## config.mk

```make
export PLATFORM = sky130hd
export DESIGN_NAME = serial_flash_protocol_select
export DESIGN_NICKNAME = d
export VERILOG_FILES = /design/src/common/sfp_pkg.sv /design/src/verilog/serial_flash_protocol_select.sv
export VERILOG_INCLUDE_DIRS = /design/src /design/src/common
export SDC_FILE = /design/constraint.sdc
export NUM_CORES = 1
export LEC_CHECK = 0
export BUFFER_PORTS_ARGS = -buffer_cell sky130_fd_sc_hd__buf_2
export CAP_MARGIN = 25
export CORE_MARGIN = 5
export CORE_UTILIZATION = 51
export DETAILED_ROUTE_END_ITERATION = 6
export HOLD_SLACK_MARGIN = 0.1
export PLACE_DENSITY_LB_ADDON = 0.25
export SYNTH_ARGS = -nofsm -noshare
export SYNTH_HDL_FRONTEND = slang
export SYNTH_SLANG_ARGS = --single-unit
```

## constraint.sdc

```tcl
create_clock -name sys_clk_in -period 6.5 [get_ports sys_clk_in]
set_input_delay 0.975 -clock sys_clk_in [delete_from_list [all_inputs] [get_ports sys_clk_in]]
set_output_delay 0.975 -clock sys_clk_in [all_outputs]
set_load 0.1 [all_outputs]
```

## src/common/sfp_defines.svh

```systemverilog
// Constants for the serial flash protocol selector.
// Assumes inclusion by bare name from the design files.
`ifndef SFP_DEFINES_SVH
`define SFP_DEFINES_SVH
`define SFP_NV_DUAL_BIT 2
`define SFP_NV_QUAD_BIT 3
`define SFP_EV_DUAL_BIT 6
`define SFP_EV_QUAD_BIT 7
`define SFP_BYTE_BITS 4'h8
`define SFP_EVCR_WRITE_CMD 8'h5a
`define SFP_LANES_1 2'h0
`define SFP_LANES_2 2'h1
`define SFP_LANES_4 2'h2
`define SFP_MASK_1 4'h2
`define SFP_MASK_2 4'h3
`define SFP_MASK_4 4'hf
`endif

```

## src/common/sfp_pkg.sv

```systemverilog
// Types for the serial flash protocol selector.
// Assumes nothing of its surroundings.
package sfp_pkg;
  typedef enum logic [1:0] {
    PROTO_EXT = 2'b00,
    PROTO_DUAL = 2'b01,
    PROTO_QUAD = 2'b10
  } proto_t;
endpackage

```

## src/verilog/serial_flash_protocol_select.sv

```systemverilog
// Serial interface front end of a flash device: pin sampling, protocol choice, shifting.
// Assumes sys_clk_in far faster than the serial clock and a core that decodes commands.
`timescale 1ns/1ps
`include "sfp_defines.svh"

// Behaviour
// Both idle levels of the serial clock, low or high, are accepted as clock modes.
// Incoming bits are captured on rising serial clock edges and outgoing bits launch on falls.
// Both clock modes work in the extended, two-line and four-line protocols.
// The output lines are driven only while chip select is active, otherwise released.
// The protocol after a plain reset is extended, with the command byte on io_line_0.
// In extended protocol address and data use one, two or four lines as the command says.
// An enhanced volatile write with bit 7 at 1 and bit 6 at 0 selects two-line protocol.
// A volatile choice reverts at power-on, on the rescue sequence or on a new volatile write.
// Nonvolatile bit 2 at 0 with bit 3 at 1 makes every power-on start in two-line protocol.
// An enhanced volatile write with bit 7 at 0 selects four-line protocol at once.
// Nonvolatile bit 3 at 0 makes every power-on start in four-line protocol.
// During a high-voltage program or erase in four-line mode extended protocol is used.
// The host holds write-protect and hold at a defined level, never floating.
// Each power-on loads the nonvolatile setting and later volatile writes act at once.
// With bit 7 at 0 four-line protocol wins over two-line whatever bit 6 holds.
module serial_flash_protocol_select #(
  parameter logic [7:0] evcr_write_cmd = `SFP_EVCR_WRITE_CMD
) (
  // Clock and reset.
  input wire logic sys_clk_in,
  input wire logic sys_rst_in,
  // Serial pins.
  input wire logic serial_clk_in,
  input wire logic chip_select_n_in,
  input wire logic [3:0] io_in,
  output logic [3:0] io_out,
  output logic [3:0] io_oe_out,
  input wire logic vpp_high_in,
  // Configuration and core side.
  input wire logic [15:0] nv_config_in,
  input wire logic rescue_in,
  input wire logic pe_busy_in,
  input wire logic [1:0] ext_lanes_in,
  input wire logic [7:0] tx_data_in,
  input wire logic tx_enable_in,
  output logic tx_taken_out,
  output logic [7:0] cmd_out,
  output logic cmd_valid_out,
  output logic [7:0] rx_data_out,
  output logic rx_valid_out,
  // Status.
  output logic [1:0] proto_out,
  output logic clock_idle_level_out
);

  function automatic sfp_pkg::proto_t boot_proto(input logic [15:0] nv);
    if (!nv[`SFP_NV_QUAD_BIT]) begin
      boot_proto = sfp_pkg::PROTO_QUAD;
    end else if (!nv[`SFP_NV_DUAL_BIT]) begin
      boot_proto = sfp_pkg::PROTO_DUAL;
    end else begin
      boot_proto = sfp_pkg::PROTO_EXT;
    end
  endfunction

  function automatic sfp_pkg::proto_t evcr_proto(input logic [7:0] v);
    if (!v[`SFP_EV_QUAD_BIT]) begin
      evcr_proto = sfp_pkg::PROTO_QUAD;
    end else if (!v[`SFP_EV_DUAL_BIT]) begin
      evcr_proto = sfp_pkg::PROTO_DUAL;
    end else begin
      evcr_proto = sfp_pkg::PROTO_EXT;
    end
  endfunction

  // Number of lines in use for a protocol and phase.
  function automatic logic [3:0] lanes_of(input sfp_pkg::proto_t p, input logic cmd_phase,
                                          input logic [1:0] ext);
    if (p == sfp_pkg::PROTO_QUAD) begin
      lanes_of = 4'h4;
    end else if (p == sfp_pkg::PROTO_DUAL) begin
      lanes_of = 4'h2;
    end else if (cmd_phase) begin
      lanes_of = 4'h1;
    end else if (ext == `SFP_LANES_4) begin
      lanes_of = 4'h4;
    end else if (ext == `SFP_LANES_2) begin
      lanes_of = 4'h2;
    end else begin
      lanes_of = 4'h1;
    end
  endfunction

  // Pin synchroniser.
  logic [6:0] sync_1;
  logic [6:0] sync_2;
  logic sclk_d;
  logic cs_n_d;
  wire logic [6:0] raw_pins = {vpp_high_in, io_in, chip_select_n_in, serial_clk_in};

  always_ff @(posedge sys_clk_in) begin
    if (sys_rst_in) begin
      sync_1 <= 7'h02;
      sync_2 <= 7'h02;
      sclk_d <= 1'b0;
      cs_n_d <= 1'b1;
    end else begin
      sync_1 <= raw_pins;
      sync_2 <= sync_1;
      sclk_d <= sync_2[0];
      cs_n_d <= sync_2[1];
    end
  end

  wire logic sclk_s = sync_2[0];
  wire logic cs_n_s = sync_2[1];
  wire logic [3:0] io_s = sync_2[5:2];
  wire logic vpp_s = sync_2[6];
  wire logic selected = ~cs_n_s;
  wire logic sclk_rise = sclk_s & ~sclk_d;
  wire logic sclk_fall = ~sclk_s & sclk_d;
  wire logic frame_start = ~cs_n_s & cs_n_d;
  wire logic frame_end = cs_n_s & ~cs_n_d;

  // Protocol selection.
  sfp_pkg::proto_t proto;
  logic boot_pending;
  logic [7:0] evcr_val;
  logic evcr_full;
  wire logic evcr_apply = frame_end & evcr_full;
  wire logic vpp_hold = (proto == sfp_pkg::PROTO_QUAD) & vpp_s & pe_busy_in;
  wire sfp_pkg::proto_t eff_proto = vpp_hold ? sfp_pkg::PROTO_EXT : proto;

  always_ff @(posedge sys_clk_in) begin
    if (sys_rst_in) begin
      proto <= sfp_pkg::PROTO_EXT;
      boot_pending <= 1'b1;
    end else if (boot_pending) begin
      proto <= boot_proto(nv_config_in);
      boot_pending <= 1'b0;
    end else if (rescue_in) begin
      proto <= sfp_pkg::PROTO_EXT;
    end else if (evcr_apply) begin
      proto <= evcr_proto(evcr_val);
    end
  end

  always_ff @(posedge sys_clk_in) begin
    if (sys_rst_in) begin
      proto_out <= sfp_pkg::PROTO_EXT;
    end else begin
      proto_out <= eff_proto;
    end
  end

  // Receive path.
  logic [7:0] shift;
  logic [3:0] bit_cnt;
  logic cmd_done;
  logic evcr_seen;
  wire logic [3:0] rx_lanes = lanes_of(eff_proto, ~cmd_done, ext_lanes_in);
  wire logic [7:0] next_shift = (rx_lanes == 4'h4) ? {shift[3:0], io_s} :
                                (rx_lanes == 4'h2) ? {shift[5:0], io_s[1:0]} :
                                {shift[6:0], io_s[0]};
  wire logic [3:0] next_cnt = bit_cnt + rx_lanes;
  wire logic byte_done = sclk_rise & selected & (next_cnt >= `SFP_BYTE_BITS);

  always_ff @(posedge sys_clk_in) begin
    if (sys_rst_in || !selected) begin
      shift <= 8'h00;
      bit_cnt <= 4'h0;
      cmd_done <= 1'b0;
      evcr_seen <= 1'b0;
    end else if (sclk_rise) begin
      shift <= next_shift;
      bit_cnt <= byte_done ? 4'h0 : next_cnt;
      if (byte_done && !cmd_done) begin
        cmd_done <= 1'b1;
        evcr_seen <= (next_shift == evcr_write_cmd);
      end
    end
  end

  always_ff @(posedge sys_clk_in) begin
    if (sys_rst_in) begin
      cmd_out <= 8'h00;
      cmd_valid_out <= 1'b0;
      rx_data_out <= 8'h00;
      rx_valid_out <= 1'b0;
    end else begin
      cmd_valid_out <= byte_done & ~cmd_done;
      rx_valid_out <= byte_done & cmd_done;
      if (byte_done && !cmd_done) begin
        cmd_out <= next_shift;
      end
      if (byte_done && cmd_done) begin
        rx_data_out <= next_shift;
      end
    end
  end

  always_ff @(posedge sys_clk_in) begin
    if (sys_rst_in || frame_start) begin
      evcr_val <= 8'hff;
      evcr_full <= 1'b0;
    end else if (byte_done && cmd_done && evcr_seen && !evcr_full) begin
      evcr_val <= next_shift;
      evcr_full <= 1'b1;
    end
  end

  // Transmit path.
  logic [7:0] tx_shift;
  logic [3:0] tx_cnt;
  wire logic [3:0] tx_lanes = lanes_of(eff_proto, 1'b0, ext_lanes_in);
  wire logic [7:0] tx_src = (tx_cnt == 4'h0) ? tx_data_in : tx_shift;
  wire logic [3:0] tx_next_cnt = tx_cnt + tx_lanes;
  wire logic tx_step = sclk_fall & selected & tx_enable_in;
  wire logic [3:0] tx_bits = (tx_lanes == 4'h4) ? tx_src[7:4] :
                             (tx_lanes == 4'h2) ? {2'b00, tx_src[7:6]} :
                             {2'b00, tx_src[7], 1'b0};
  wire logic [3:0] tx_mask = (tx_lanes == 4'h4) ? `SFP_MASK_4 :
                             (tx_lanes == 4'h2) ? `SFP_MASK_2 : `SFP_MASK_1;
  wire logic [7:0] tx_rest = (tx_lanes == 4'h4) ? {tx_src[3:0], 4'h0} :
                             (tx_lanes == 4'h2) ? {tx_src[5:0], 2'b00} :
                             {tx_src[6:0], 1'b0};

  always_ff @(posedge sys_clk_in) begin
    if (sys_rst_in || !selected) begin
      tx_shift <= 8'h00;
      tx_cnt <= 4'h0;
    end else if (tx_step) begin
      tx_shift <= tx_rest;
      tx_cnt <= (tx_next_cnt >= `SFP_BYTE_BITS) ? 4'h0 : tx_next_cnt;
    end
  end

  always_ff @(posedge sys_clk_in) begin
    if (sys_rst_in) begin
      io_out <= 4'h0;
      io_oe_out <= 4'h0;
      tx_taken_out <= 1'b0;
    end else begin
      tx_taken_out <= tx_step & (tx_cnt == 4'h0);
      if (!selected) begin
        io_oe_out <= 4'h0;
      end else if (tx_step) begin
        io_out <= tx_bits;
        io_oe_out <= tx_mask;
      end else if (sclk_fall) begin
        io_oe_out <= 4'h0;
      end
    end
  end

  // Clock mode seen at selection.
  always_ff @(posedge sys_clk_in) begin
    if (sys_rst_in) begin
      clock_idle_level_out <= 1'b0;
    end else if (frame_start) begin
      clock_idle_level_out <= sclk_s;
    end
  end
endmodule

```

==> metrics.txt <==
Cell Int Power=0.682 mW; CP Max Fanout=12; synthesized flop and latch total=75; max-slew violation count=0; Syn. warnings=0; switch share=0.266; Fin. Hold Viols=0; XOR/XNOR Fraction of Synth Area=0.0102; initial antenna violation count=0; Reg power frac=0.506; clock root buffer=clkbuf_8; Final setup viols=0; vias post-DR=2808; clock slew at reported path FFs=0.09 ns; Synth Instances=373; largest vdd supply drop=148 uV; drt first pass iters=4; 1st-iter DRT viols=216; die area=8480 um2; post-route minimum period=3.88 ns; aggregate negative setup slack=0 ns; number of vias per cell=5.59; top-level port count=68; Max clock buf depth=2; IO Port Bufs=53; reg2reg end=evcr_seen$_SDFFE_PP0P_; RSZ-0062 raised after global routing=no; Async SR Flop Fraction=0; CTS tree=yes; post-route insts no fill=502; Hold Path Class=register to register; crit end category=register; routed wl met2=3450 um; mux contribution to synthesized area=0.102; share of layout cells above drive strength 1=0.216; # diodes=0; post_cts resized=0; ys flop type=dfxtp_1; R2R Setup Slk=3.19 ns; hold path depth=1; crit start category=primary input; Inst Count DP=486; area grow syn2layout=14.4%; Final GP Congestion=0.864; met3 wire len=259 um; clock skew=0.00780 ns; DP Wirelength=5260 um; post-synth cell types=62; antenna viol nets, final=0; WL/cell=14.9 um; Worst Setup SP=ext_lanes_in[1]; Highest Signal Layer=met4; Num CTS Buffers=9; net switching power=0.247 mW; vias in the first global route=2675; initial core utilization=0.514; post-synthesis adder-cell area fraction=0.0408; max_slew headroom=0.445; worst skew pair latency=0.35 ns; Syn Area/Cell=9.21 um2; residual DRC count=0; Leakage=1.66 nW; Worst Reg-to-Reg Cells=9; Crit Path Category=primary input to register; Met1 Routed Length=3610 um; first-pass GRT wire length=12700 um; post-synthesis simple-gate area fraction=0.209; largest net degree at the start of global routing=47; status=finished, final reports clean; post-synthesis compound-gate area fraction=0.157; PD cells=236 nW/um2; Hold Buf Count CTS=0; Total GRT Usage=0.186; Worst Tran Pin Value=0.831 ns; most common library cell in the layout ignoring fill and taps=dfxtp_1; die height=92.1 um; core area=6680 um2; Clk pwr share=0.406; arrival time at the worst endpoint=4.15 ns; die width=92.1 um; EDFF count, synth=0; H-tree levels=3; std cell rows=30; WHS Endpoint=sync_2[1]$_SDFF_PP1_; maxcap violations=0; area of the mapped netlist=3440 um2; period utilization=0.596; commonest non-fill, non-tap cells in the layout=dfxtp_1, nor2_1, buf_2, nand2_1, mux2i_1; Nets=465; gr ovfl total=0; combinational fraction of design power=0.088; Worst Hold Launch=sync_1[1]$_SDFF_PP1_; WL final=7470 um; combinational family with the most area after synthesis=simple AND/OR/NAND/NOR gates; reg2reg start=proto[1]$_SDFFE_PP0P_; CP required=6.78 ns; Seq/Total Area, Yosys=0.437; syn nets=421; Post-CTS Setup Bufs=0; # clock sinks=75; FMAX=258 MHz
-- power by group through the flow --
stage | logic (mW) | registers [mW] | clock network (mW)
finish | 0.0817 | 0.470 | 0.377
global route | 0.0906 | 0.472 | 0.405
CTS | 0.0815 | 0.470 | 0.383
detailed placement | 0.0811 | 0.481 | 0
global placement | 0.0799 | 0.481 | 0
floorplan | 0.0592 | 0.483 | 0
-- per-layer routing --
| layer | vias to the layer above | track usage |
|---|---|---|
| met3 | 14 | 0.0345 |
| met2 | 59 | 0.282 |
| li1 | 1395 | - |
| met5 | - | 0 |
| met1 | 1340 | 0.253 |
| met4 | 0 | 0.0928 |
-- kinds of logic (layout without fill, tap and decap cells) --
group / count (synthesis) / after routing
AOI/OAI and AO/OA: 71 / 71
xor gates and xnor gates: 4 / 4
adders and majority gates: 10 / 10
buffers and inverters: 37 / 86
DFF: 75 / 75
muxes: 31 / 31
and+or+nand+nor: 145 / 145
-- through the flow --
step                      power, mW  setup slack [ns]  hold slack, ns  utilization  area, um2
after CTS                     0.935              2.63           0.414        0.588       3930
after detailed placement      0.562              2.28           0.394        0.557       3720
after global placement        0.561              2.29           0.395        0.557       3720
after global routing          0.967              2.47           0.430        0.588       3930
after floorplan               0.542              2.70           0.389            -       3440
final                         0.929              2.62           0.414        0.588       3930
-- cells in the mapped netlist (2+ instances only) --
| library cell | n | area [um2] |
|---|---|---|
| nand2_1 | 28 | 105 |
| o21ai_0 | 8 | 40.0 |
| xor2_1 | 2 | 17.5 |
| nand2b_1 | 4 | 25.0 |
| ha_1 | 8 | 100 |
| dfxtp_1 | 75 | 1500 |
| o32a_1 | 2 | 20.0 |
| a222oi_1 | 3 | 30.0 |
| xnor2_1 | 2 | 17.5 |
| a211oi_1 | 5 | 37.5 |
| buf_2 | 3 | 15.0 |
| and2_1 | 3 | 18.8 |
| or3_1 | 3 | 18.8 |
| inv_1 | 13 | 48.8 |
| nor2_1 | 58 | 218 |
| mux2i_1 | 26 | 260 |
| or2_2 | 5 | 31.3 |
| nor2b_1 | 17 | 106 |
| mux4_2 | 3 | 67.6 |
| clkbuf_1 | 17 | 63.8 |
| and3_1 | 5 | 31.3 |
| o221ai_1 | 2 | 17.5 |
| o31ai_1 | 4 | 30.0 |
| a21oi_1 | 22 | 110 |
| a22oi_1 | 3 | 22.5 |
| mux2_2 | 2 | 22.5 |
| nor4b_1 | 2 | 17.5 |
| a221oi_1 | 3 | 26.3 |
| a31oi_1 | 2 | 12.5 |
| nor3_1 | 3 | 15.0 |
| o21a_1 | 2 | 15.0 |
| fa_1 | 2 | 40.0 |
| nand3_1 | 4 | 20.0 |
| nand3b_1 | 2 | 15.0 |
| nor3b_1 | 2 | 15.0 |
| a2bb2oi_1 | 2 | 17.5 |
-- worst max path at each step --
stage	endpoint	slack [ns]	cells past startpoint
final	evcr_seen$_SDFFE_PP0P_	2.62	12
after floorplan	cmd_out[0]$_SDFFE_PP0P_	2.70	13
after global routing	evcr_seen$_SDFFE_PP0P_	2.47	12
after global placement	evcr_seen$_SDFFE_PP0P_	2.29	11
after detailed placement	evcr_seen$_SDFFE_PP0P_	2.28	12
after CTS	evcr_seen$_SDFFE_PP0P_	2.63	12
-- registers in the layout (all words and copies together) (netlist names) --
signal / flops
cmd_out: 8
rx_data_out: 8
shift: 7
sync_1: 7
sync_2: 7
tx_shift: 7
bit_cnt: 4
io_out: 4
tx_cnt: 4
io_oe_out: 3
evcr_val: 2
proto: 2
proto_out: 2
boot_pending: 1
clock_idle_level_out: 1
cmd_done: 1
cmd_valid_out: 1
cs_n_d: 1
evcr_full: 1
evcr_seen: 1
rx_valid_out: 1
sclk_d: 1
tx_taken_out: 1
-- worst max-delay path: stages --
cell      delay [ns]
buf_2           0.10
inv_1           0.04
ha_1            0.30
and3_1          0.27
a311oi_4        0.43
inv_2           0.14
ha_1            0.30
nand3_1         0.08
and3_1          0.19
or4b_2          0.85
nand4b_1        0.29
o31ai_2         0.18
-- cell type report --
cell class / instances / area, um2
fill: 605 / 2750
multi-input combinational: 261 / 1790
sequential: 75 / 1500
timing repair buffer: 55 / 280
clock buffer: 9 / 124
tap: 80 / 100
clock inverter: 7 / 82.6
inverter: 15 / 56.3
Power figures use the tool's default switching activity.
